==> src/core/ocl_pkg.sv <==
package ocl_pkg;
    // ==================================================
    // Clock
    localparam int CLK_MHZ = 250;
    // ==================================================
    // Register map (byte addresses)
    localparam int ADDR_W = 12;
    localparam logic [11:0] CONTROL_ADDR = 12'h000;
    localparam logic [11:0] STATUS_ADDR = 12'h004;
    localparam logic [7:0] CONTROL_RESET = 8'h00;
    // ==================================================
    // Control fields
    localparam int EN_BIT = 7;
    localparam int LEB_HI = 6;
    localparam int LEB_LO = 5;
    localparam int THR_HI = 4;
    localparam int THR_LO = 0;
    localparam int LEB_W = LEB_HI - LEB_LO + 1;
    localparam int THR_W = THR_HI - THR_LO + 1;
    // ==================================================
    // Status fields
    localparam int ST_FLAG_BIT = 0;
    localparam int ST_TERM_BIT = 1;
    localparam int ST_BLANK_BIT = 2;
    localparam int ST_CMP_BIT = 3;
    localparam int ST_CLEAN_BIT = 4;
    // ==================================================
    // Blanking times in ns, codes 0 to 3
    localparam int LEB0_NS = 114;
    localparam int LEB1_NS = 213;
    localparam int LEB2_NS = 400;
    localparam int LEB3_NS = 780;
    // Least times round up to whole cycles
    localparam int LEB0_CYC = (LEB0_NS * CLK_MHZ + 999) / 1000;
    localparam int LEB1_CYC = (LEB1_NS * CLK_MHZ + 999) / 1000;
    localparam int LEB2_CYC = (LEB2_NS * CLK_MHZ + 999) / 1000;
    localparam int LEB3_CYC = (LEB3_NS * CLK_MHZ + 999) / 1000;
    localparam int BLANK_CNT_W = 8;
    // ==================================================
    // Trip threshold in mV
    localparam int THR_BASE_MV = 160;
    localparam int THR_STEP_MV = 15;
endpackage

==> src/core/ocl_sync2.sv <==
`timescale 1ns/10ps
module ocl_sync2 #(
    parameter int WIDTH = 1
) (
    // Clock and reset
    input wire logic clk_in,
    input wire logic rst_n_in,
    // Data
    input wire logic [WIDTH-1:0] d_in,
    output logic [WIDTH-1:0] q_out
);
    logic [WIDTH-1:0] meta;

    always_ff @(posedge clk_in)
    begin
        if (!rst_n_in)
        begin
            meta <= '0;
            q_out <= '0;
        end
        else
        begin
            meta <= d_in;
            q_out <= meta;
        end
    end
endmodule

==> src/core/ocl_blank_timer.sv <==
`timescale 1ns/10ps
module ocl_blank_timer
    import ocl_pkg::*;
#(
    parameter int CNT_W = ocl_pkg::BLANK_CNT_W
) (
    // Clock and reset
    input wire logic clk_in,
    input wire logic rst_n_in,
    // Control
    input wire logic start_in,
    input wire logic [ocl_pkg::LEB_W-1:0] sel_in,
    // Status
    output logic blanking_out
);
    logic [CNT_W-1:0] count;

    // ==================================================
    // Blanking length lookup
    function automatic logic [CNT_W-1:0] blank_cycles(input logic [LEB_W-1:0] sel);
        case (sel)
            2'h0: blank_cycles = CNT_W'(LEB0_CYC);
            2'h1: blank_cycles = CNT_W'(LEB1_CYC);
            2'h2: blank_cycles = CNT_W'(LEB2_CYC);
            default: blank_cycles = CNT_W'(LEB3_CYC);
        endcase
    endfunction

    // ==================================================
    // Count down from each turn-on edge
    always_ff @(posedge clk_in)
    begin
        if (!rst_n_in)
            count <= '0;
        else if (start_in)
            count <= blank_cycles(sel_in);
        else if (count != '0)
            count <= count - CNT_W'(1);
    end

    // Comparator is masked while the count runs or on the turn-on cycle itself
    assign blanking_out = start_in || (count != '0);
endmodule

==> src/core/ocl_top.sv <==
// How it works
// - Trips only count while high-side drive is on and comparator reports excess drop.
// - A trip sets the flag and drops the high-side drive on the next edge.
// - Drive returns at the next switching cycle start and is cut again if still tripping.
// - Hardware never clears the flag; software clears it by writing one.
// - A clear before a clean switching cycle sets the flag again at once.
// - Flag is set regardless of any interrupt enable.
// - Bits 6-5 pick blanking of 114, 213, 400 or 780 ns after turn-on.
// - Bits 4-0 pick the trip drop, 160 mV plus 15 mV per code.
// - Detection works only while bit 7 is set; it resets to zero.
`timescale 1ns/10ps
module ocl_top
    import ocl_pkg::*;
(
    // Clock and reset
    input wire logic MCLK_IN,
    input wire logic RST_N_IN,
    // APB slave
    input wire logic PSEL_IN,
    input wire logic PENABLE_IN,
    input wire logic PWRITE_IN,
    input wire logic [ocl_pkg::ADDR_W-1:0] PADDR_IN,
    input wire logic [31:0] PWDATA_IN,
    output logic [31:0] PRDATA_OUT,
    output logic PREADY_OUT,
    output logic PSLVERR_OUT,
    // Modulator side
    input wire logic CYCLE_START_IN,
    input wire logic DRIVE_REQ_IN,
    // Current sense comparator pin
    input wire logic OC_COMPARE_IN,
    // Analog and driver side
    output logic HS_DRIVE_OUT,
    output logic OVERCURRENT_DETECT_ENABLE_OUT,
    output logic [ocl_pkg::THR_W-1:0] OVERCURRENT_THRESHOLD_CODE_OUT,
    output logic OVERCURRENT_FLAG_OUT
);
    import ocl_pkg::*;

    // ==================================================
    // Registers and internal state
    logic [7:0] overcurrent_control;
    logic overcurrent_flag;
    logic terminated;
    logic cycle_tripped;
    logic clean_cycle_seen;
    logic drive_prev;
    logic cmp_sync;
    logic blanking;
    logic trip;
    logic overcurrent_detect_enable;
    logic [LEB_W-1:0] blanking_time_select;
    logic [THR_W-1:0] overcurrent_threshold_code;
    logic access;
    logic wr_ctrl;
    logic wr_status;
    logic flag_clear;
    logic next_flag;
    logic next_drive;
    logic [31:0] next_rdata;
    logic next_err;

    assign overcurrent_detect_enable = overcurrent_control[EN_BIT];
    assign blanking_time_select = overcurrent_control[LEB_HI:LEB_LO];
    assign overcurrent_threshold_code = overcurrent_control[THR_HI:THR_LO];

    // ==================================================
    // Comparator pin crossing
    ocl_sync2 #(
        .WIDTH(1)
    ) u_cmp_sync (
        .clk_in(MCLK_IN),
        .rst_n_in(RST_N_IN),
        .d_in(OC_COMPARE_IN),
        .q_out(cmp_sync)
    );

    // ==================================================
    // Leading edge blanking
    ocl_blank_timer #(
        .CNT_W(BLANK_CNT_W)
    ) u_blank (
        .clk_in(MCLK_IN),
        .rst_n_in(RST_N_IN),
        .start_in(HS_DRIVE_OUT && !drive_prev),
        .sel_in(blanking_time_select),
        .blanking_out(blanking)
    );

    // ==================================================
    // Trip detection
    // Only judged while the switch conducts and the blanking has run out
    assign trip = overcurrent_detect_enable && HS_DRIVE_OUT && !blanking && cmp_sync;

    always_ff @(posedge MCLK_IN)
    begin
        if (!RST_N_IN)
        begin
            drive_prev <= 1'b0;
        end
        else
        begin
            drive_prev <= HS_DRIVE_OUT;
        end
    end

    // ==================================================
    // Drive gating
    // A trip latches the pulse off until the next cycle start
    // Set wins: a trip on the start edge must still hold the drive off all cycle
    always_ff @(posedge MCLK_IN)
    begin
        if (!RST_N_IN)
        begin
            terminated <= 1'b0;
        end
        else if (trip)
        begin
            terminated <= 1'b1;
        end
        else if (CYCLE_START_IN)
        begin
            terminated <= 1'b0;
        end
    end

    // The trip cycle itself cuts the drive, so the pulse ends one edge after detection
    always_comb
    begin
        next_drive = DRIVE_REQ_IN && !trip && (CYCLE_START_IN || !terminated);
    end

    always_ff @(posedge MCLK_IN)
    begin
        if (!RST_N_IN)
        begin
            HS_DRIVE_OUT <= 1'b0;
        end
        else
        begin
            HS_DRIVE_OUT <= next_drive;
        end
    end

    // ==================================================
    // Clean cycle tracking
    // Cycle in progress has tripped at least once
    always_ff @(posedge MCLK_IN)
    begin
        if (!RST_N_IN)
        begin
            cycle_tripped <= 1'b0;
        end
        else if (CYCLE_START_IN)
        begin
            cycle_tripped <= trip;
        end
        else if (trip)
        begin
            cycle_tripped <= 1'b1;
        end
    end

    // Reset counts as clean so a first clear is honoured
    always_ff @(posedge MCLK_IN)
    begin
        if (!RST_N_IN)
        begin
            clean_cycle_seen <= 1'b1;
        end
        else if (trip)
        begin
            clean_cycle_seen <= 1'b0;
        end
        else if (CYCLE_START_IN)
        begin
            clean_cycle_seen <= !cycle_tripped;
        end
    end

    // ==================================================
    // Sticky overcurrent flag
    // Set wins over clear; an early clear is undone at once
    assign flag_clear = wr_status && PWDATA_IN[ST_FLAG_BIT];

    always_comb
    begin
        next_flag = overcurrent_flag;
        if (flag_clear)
            next_flag = !clean_cycle_seen;
        if (trip)
            next_flag = 1'b1;
    end

    always_ff @(posedge MCLK_IN)
    begin
        if (!RST_N_IN)
        begin
            overcurrent_flag <= 1'b0;
        end
        else
        begin
            overcurrent_flag <= next_flag;
        end
    end

    // ==================================================
    // Status word packing
    function automatic logic [31:0] status_word(
        input logic flag,
        input logic term,
        input logic blank,
        input logic cmp,
        input logic clean
    );
        status_word = 32'h0000_0000;
        status_word[ST_FLAG_BIT] = flag;
        status_word[ST_TERM_BIT] = term;
        status_word[ST_BLANK_BIT] = blank;
        status_word[ST_CMP_BIT] = cmp;
        status_word[ST_CLEAN_BIT] = clean;
    endfunction

    // ==================================================
    // APB slave
    // One wait state keeps PREADY and PRDATA straight from flops
    assign access = PSEL_IN && PENABLE_IN && PREADY_OUT;
    assign wr_ctrl = access && PWRITE_IN && (PADDR_IN == CONTROL_ADDR);
    assign wr_status = access && PWRITE_IN && (PADDR_IN == STATUS_ADDR);

    always_comb
    begin
        next_rdata = 32'h0000_0000;
        next_err = 1'b0;
        case (PADDR_IN)
            CONTROL_ADDR: next_rdata[7:0] = overcurrent_control;
            STATUS_ADDR: next_rdata = status_word(overcurrent_flag, terminated, blanking, cmp_sync,
                clean_cycle_seen);
            default: next_err = 1'b1;
        endcase
        if (PWRITE_IN)
            next_rdata = 32'h0000_0000;
    end

    always_ff @(posedge MCLK_IN)
    begin
        if (!RST_N_IN)
        begin
            PREADY_OUT <= 1'b0;
            PRDATA_OUT <= 32'h0000_0000;
            PSLVERR_OUT <= 1'b0;
        end
        else if (PSEL_IN && PENABLE_IN && !PREADY_OUT)
        begin
            PREADY_OUT <= 1'b1;
            PRDATA_OUT <= next_rdata;
            PSLVERR_OUT <= next_err;
        end
        else
        begin
            PREADY_OUT <= 1'b0;
            PRDATA_OUT <= 32'h0000_0000;
            PSLVERR_OUT <= 1'b0;
        end
    end

    // ==================================================
    // Control register
    always_ff @(posedge MCLK_IN)
    begin
        if (!RST_N_IN)
        begin
            overcurrent_control <= CONTROL_RESET;
        end
        else if (wr_ctrl)
        begin
            overcurrent_control <= PWDATA_IN[7:0];
        end
    end

    // ==================================================
    // Analog side outputs
    // Enable copy for the comparator and its DAC
    always_ff @(posedge MCLK_IN)
    begin
        if (!RST_N_IN)
        begin
            OVERCURRENT_DETECT_ENABLE_OUT <= 1'b0;
        end
        else
        begin
            OVERCURRENT_DETECT_ENABLE_OUT <= overcurrent_detect_enable;
        end
    end

    // Threshold code drives the DAC: 160 mV plus 15 mV per step
    always_ff @(posedge MCLK_IN)
    begin
        if (!RST_N_IN)
        begin
            OVERCURRENT_THRESHOLD_CODE_OUT <= '0;
        end
        else
        begin
            OVERCURRENT_THRESHOLD_CODE_OUT <= overcurrent_threshold_code;
        end
    end

    // Flag pin is loaded from the same next value, so it never lags the status bit
    always_ff @(posedge MCLK_IN)
    begin
        if (!RST_N_IN)
        begin
            OVERCURRENT_FLAG_OUT <= 1'b0;
        end
        else
        begin
            OVERCURRENT_FLAG_OUT <= next_flag;
        end
    end
endmodule

==> config.mk <==
export PLATFORM = sky130hd
export DESIGN_NAME = ocl_top
export DESIGN_NICKNAME = d
export VERILOG_FILES = /design/src/core/ocl_pkg.sv /design/src/core/ocl_sync2.sv /design/src/core/ocl_blank_timer.sv /design/src/core/ocl_top.sv
export SDC_FILE = /design/constraint.sdc
export NUM_CORES = 1
export LEC_CHECK = 0
export CORE_MARGIN = 4
export CORE_UTILIZATION = 45
export DETAILED_ROUTE_END_ITERATION = 16
export DONT_BUFFER_PORTS = 1
export GPL_TIMING_DRIVEN = 0
export PLACE_DENSITY = 0.68
export SLEW_MARGIN = 20
export SYNTH_ARGS = -nofsm -noshare
export SYNTH_HDL_FRONTEND = slang
export SYNTH_HIERARCHICAL = 1
export SYNTH_SLANG_ARGS = --single-unit
export TNS_END_PERCENT = 5
==> constraint.sdc <==
create_clock -name MCLK_IN -period 2.24 [get_ports MCLK_IN]
set_input_delay 0.224 -clock MCLK_IN [delete_from_list [all_inputs] [get_ports MCLK_IN]]
set_output_delay 0.224 -clock MCLK_IN [all_outputs]
set_load 0.1 [all_outputs]
==> impl_metrics.env, run 1 <==
export IMPL_synth_top_area_cell="dfxtp_1"
export IMPL_hold_buffers=0
export IMPL_fin_crit_sh=0.9599
export IMPL_wl_per_cell_um=12.41
export IMPL_synth_area_um2=1912
export IMPL_yosysWarnings=6
export IMPL_power_uw=2047
export IMPL_fin_crit_ns=2.150
export IMPL_synth_top_cell_area_share=0.4188
export IMPL_viasPerCell=4.774
export IMPL_root_buffer="clkbuf_8"
export IMPL_die_area_um2=5355
export IMPL_cellLeakagePower_uw=0.001014
export IMPL_worstPathMaxFanout=5
export IMPL_end_kind="flop"
export IMPL_worst_pin_slew_ns=1.016
export IMPL_fin_nets=286
export IMPL_async_flop_share=0
export IMPL_diodes=0
export IMPL_arrival_ns=2.36
export IMPL_path_clk_slew_ns=0.08
export IMPL_antenna_found_initial=0
export IMPL_drt_wl_total_um=3461
export IMPL_setup_viol=0
export IMPL_instances_no_fill=279
export IMPL_synth_avg_cell_area_um2=9.754
export IMPL_placed_cells=269
export IMPL_holdPathStages=1
export IMPL_maxCapViolCount=0
export IMPL_slew_violations=0
export IMPL_ys_top_cells_by_count="dfxtp_1, buf_4, nand2_1, mux2i_1, inv_1"
export IMPL_crit_type="reg2reg"
export IMPL_drc_errors=0
export IMPL_max_freq_mhz=465.1
export IMPL_status="finished clean"
export IMPL_setup_worst_path_start_class="flop"
export IMPL_whs_ns=0.06000
export IMPL_grt_pass1_vias=1243
export IMPL_synth_edff_count=0
export IMPL_core_region_area_um2=4058
export IMPL_dr_pass1_iters=4
export IMPL_drive_above_1_share=0.2183
export IMPL_dr_first_iter_drc_count=33
export IMPL_rows=23
export IMPL_synth_ff_type="dfxtp_1"
export IMPL_dp_hpwl_um=2677
export IMPL_critical_path_max_stage_delay_ns=0.52
export IMPL_synthTopCellsByArea="dfxtp_1, buf_4, mux2i_1"
export IMPL_grt_usage=0.1333
export IMPL_hold_violations=0
export IMPL_path_cells="nor2b_4 > or4b_4 > or2_4 > and4b_2 > nor2_1 > a211oi_2"
export IMPL_yosysMostFrequentCell="dfxtp_1"
export IMPL_grt_pass1_wl_um=5478
export IMPL_synth_cells=196
export IMPL_power_density_nw_per_um2=926.8
export IMPL_cts_path_max_buffers=2
export IMPL_cp_slowest_cell="or4b_4"
export IMPL_seq_area_frac_synth=0.4188
export IMPL_pin_count=94
export IMPL_grt_overflow=0
export IMPL_syn2layout_area_growth_pct=15.51
export IMPL_htreeDepth=2
export IMPL_start_util=0.4712
export IMPL_die_h_um=73.18
export IMPL_die_w_um=73.18
export IMPL_max_slew_margin=0.3218
export IMPL_peakVddDrop_mv=0.3810
export IMPL_ys_seq_elements=40
export IMPL_vias=1332
export IMPL_grt_max_degree=14
export IMPL_reg2reg_depth=6
export IMPL_portBuffers=0
export IMPL_finalSetupTns_ns=0
export IMPL_clock_sinks=40
export IMPL_worstPathRequired_ns=2.45
export IMPL_final_antenna_net_count=0
export IMPL_synth_distinct_cells=48
export IMPL_cts_tree="done"
export IMPL_cts_buffers=5
export IMPL_n_fill_cell=380
export IMPL_routabilityCongestion=0.7514
export IMPL_worst_clock_skew_ns=0.008728
export IMPL_hold_class="in2reg"
export IMPL_clock_latency_ns=0.29
[cell families after synthesis]
| kind of cell | after synthesis | share of synthesized area |
|---|---|---|
| simple gates | 71 | 0.2507 |
| flops | 40 | 0.4188 |
| mux | 13 | 0.06806 |
| fa+ha+maj | 6 | 0.03927 |
| other cells | 1 | 0.001961 |
| compound gates | 22 | 0.07984 |
| xor+xnor | 2 | 0.009164 |
| buf+inv | 41 | 0.1322 |
[stage by stage]
stage / utilization / worst slack [ns] / instance area (um^2)
final: 0.5442 / 0.08990 / 2208
after global routing: 0.5442 / -0.01883 / 2208
after CTS: 0.5372 / 0.02934 / 2180
after detailed placement: 0.5082 / -0.08041 / 2062
after global placement: 0.5082 / -0.09947 / 2062
after floorplan: - / 0.08995 / 1999
[final timing paths]
check                   from              endpoint  slack [ns]
max reg2reg     HS_DRIVE_OUT  OVERCURRENT_FLAG_OUT        0.09
max             HS_DRIVE_OUT  OVERCURRENT_FLAG_OUT        0.09
min reg2reg  u_cmp_sync/meta      u_cmp_sync/q_out        0.44
min                 RST_N_IN      u_cmp_sync/q_out        0.06
[report_power, final]
part / total, uW / leakage (uW) / internal (uW) / switching [uW]
clock network: 578 / 0.0000541 / 330 / 248
logic: 616 / 0.000634 / 254 / 362
registers: 853 / 0.000326 / 771 / 82.3
total: 2050 / 0.00101 / 1350 / 692
[repair_timing]
item,CTS,global route
endpoints found under the setup margin,1,1
pin swaps,0,2
resized for setup,2,4
buffers inserted,0,2
[registers in the layout, summed over array words and instances (netlist names), 5 cells and up]
register / flops
PRDATA_OUT: 8
OVERCURRENT_THRESHOLD_CODE_OUT: 5
u_blank/count: 8
overcurrent_control: 8
[placed cells by master, fill, tap and decap left out, types with 3 or more instances in the layout]
cell / instances
clkbuf_1: 3
nor2_1: 11
and2_1: 3
clkbuf_8: 5
nand2b_1: 5
nor3b_1: 4
conb_1: 24
buf_4: 26
nand2_1: 21
ha_1: 6
dfxtp_1: 39
inv_1: 12
mux2i_1: 13
o21ai_0: 5
[critical path: cells and delay by family (launching register included)]
family	cells	cell delay, ns
AO/OA/AOI/OAI	1	0.25
flip-flops	1	0.46
AND/OR/NAND/NOR	5	1.36
[metal layers]
layer	global-route usage	share of wire	vias up
met5	0	0	-
met1	0.1816	0.46	583
met4	0.06557	0.019	0
met3	0.03857	0.074	7
met2	0.1907	0.44	52
li1	-	-	690
[cell type report]
cell class	instances	area (um^2)	share of cell area
Multi-Input combinational cell	138	962.2	0.4357
Sequential cell	40	804.5	0.3643
Buffer	29	207.7	0.09405
Clock buffer	5	68.82	0.03116
Tap cell	50	62.56	0.02833
Inverter	12	45.04	0.02040
Clock inverter	3	42.54	0.01926
Timing Repair Buffer	2	15.01	0.006799
Note: power is estimated with default switching activity, not from simulation.
==> run 2, diff against run 1 <==
Clock period 2.24 ns to 2.3 ns, I/O delays scaled along.
==> run 2 against run 1 <==
Cell count decreased by 0.72%; clock power decreased by 3%; total power decreased by 3.8%; combinational power down 6.2%; non-clock buffer count decreased by 2; sequential power down 2.7%; critical path depth is the same; critical path type unchanged; critical endpoint unchanged.
==> impl_metrics.env, run 2 (synthesis results as in run 1) <==
export IMPL_crit_type="reg2reg"
export IMPL_power_uw=1970
export IMPL_hold_buffers=0
export IMPL_path_clk_slew_ns=0.08
export IMPL_peakVddDrop_mv=0.3702
export IMPL_diodes=0
export IMPL_dr_first_iter_drc_count=42
export IMPL_power_density_nw_per_um2=901.6
export IMPL_layout_common_cells="dfxtp_1, buf_4, conb_1"
export IMPL_fin_nets=284
export IMPL_wl_per_cell_um=12.35
export IMPL_grt_pass1_vias=1243
export IMPL_end_kind="flop"
export IMPL_critical_path_max_stage_delay_ns=0.52
export IMPL_cts_buffers=5
export IMPL_die_h_um=73.18
export IMPL_timing_critical_path_buf_inv=0
export IMPL_worst_pin_slew_ns=1.016
export IMPL_fin_crit_sh=0.9500
export IMPL_routabilityCongestion=0.7514
export IMPL_dp_hpwl_um=2677
export IMPL_post_route_util=0.5384
export IMPL_cts_resized_gates=1
export IMPL_rsz0062_at_grt="no"
export IMPL_hold_violations=0
export IMPL_clock_sinks=40
export IMPL_maxCapViolCount=0
export IMPL_r2r_start="HS_DRIVE_OUT"
export IMPL_grt_busiest_layer="met2"
export IMPL_status="finished clean"
export IMPL_htreeDepth=2
export IMPL_n_fill_cell=377
export IMPL_hold_class="in2reg"
export IMPL_portBuffers=0
export IMPL_cellLeakagePower_uw=0.001003
export IMPL_grt_overflow=0
export IMPL_start_util=0.4712
export IMPL_worstPathMaxFanout=5
export IMPL_cts_path_max_buffers=2
export IMPL_finalSetupTns_ns=0
export IMPL_min_from="RST_N_IN"
export IMPL_worst_clock_skew_ns=0.009095
export IMPL_grt_usage=0.1333
export IMPL_slew_violations=0
export IMPL_crit_start="HS_DRIVE_OUT"
export IMPL_grt_pass1_wl_um=5478
export IMPL_worstPathRequired_ns=2.51
export IMPL_top_regs="PRDATA_OUT x8, overcurrent_control x8, u_blank/count x8"
export IMPL_cp_slowest_cell="or4b_4"
export IMPL_dr_pass1_iters=4
export IMPL_rows=23
export IMPL_drc_errors=0
export IMPL_instances_no_fill=277
export IMPL_die_w_um=73.18
export IMPL_syn2layout_area_growth_pct=14.27
export IMPL_placed_cells=269
export IMPL_vias=1337
export IMPL_post_cts_buffers=0
export IMPL_final_antenna_net_count=0
export IMPL_grt_max_degree=14
export IMPL_cpLargestDelayFamily="simple AND/OR/NAND/NOR gates"
export IMPL_setup_viol=0
export IMPL_final_common_cell="dfxtp_1"
export IMPL_arrival_ns=2.39
export IMPL_use_met2=0.1907
export IMPL_die_area_um2=5355
export IMPL_grt_util_met3=0.03857
export IMPL_fin_crit_ns=2.185
export IMPL_whs_ns=0.06382
export IMPL_pin_count=94
export IMPL_max_slew_margin=0.3218
export IMPL_met1_usage=0.1816
export IMPL_cts_tree="done"
export IMPL_setup_worst_path_start_class="flop"
export IMPL_viasPerCell=4.827
export IMPL_drt_wl_total_um=3422
export IMPL_antenna_found_initial=0
export IMPL_path_cells="nor2b_1 > or4b_4 > or2_4 > and4b_1 > nor2_1 > a211oi_2"
export IMPL_max_freq_mhz=457.7
export IMPL_clock_latency_ns=0.29
export IMPL_core_region_area_um2=4058
export IMPL_drive_above_1_share=0.2026
export IMPL_root_buffer="clkbuf_8"
[run 2: area by class of cell]
cell class,instances,area [um^2],share of cell area
plain buffers,29,207.7,0.09507
clock buffers,5,68.82,0.03150
multi-input cells,138,953.4,0.4364
clock inverters,3,42.54,0.01947
well taps,50,62.56,0.02864
inverters,12,45.04,0.02062
flip-flops and latches,40,804.5,0.3683
[run 2: final timing paths]
check,to,slack (ns),cells after the start
setup / recovery,OVERCURRENT_FLAG_OUT,0.12,6
hold / removal,u_cmp_sync/q_out,0.06,1
setup reg to reg,OVERCURRENT_FLAG_OUT,0.12,6
hold reg to reg,u_cmp_sync/q_out,0.44,1
[run 2: layer usage]
metal	vias up	part of all wire
li1	685	-
met1	591	0.46
met2	54	0.44
met3	7	0.077
met4	0	0.019
met5	-	0
[run 2: report_power, final]
group / total (uW) / switching (uW) / internal, uW
Combinational: 578 / 348 / 230
Sequential: 830 / 79.3 / 751
Clock: 561 / 240 / 321
Total: 1970 / 668 / 1300
[run 2: per-stage QoR]
step                      setup slack (ns)  cell area [um^2]
final                               0.1150              2185
after global routing               0.01799              2185
after CTS                          0.03294              2176
after detailed placement          -0.02041              2062
after global placement            -0.03947              2062
after floorplan                     0.1500              1999
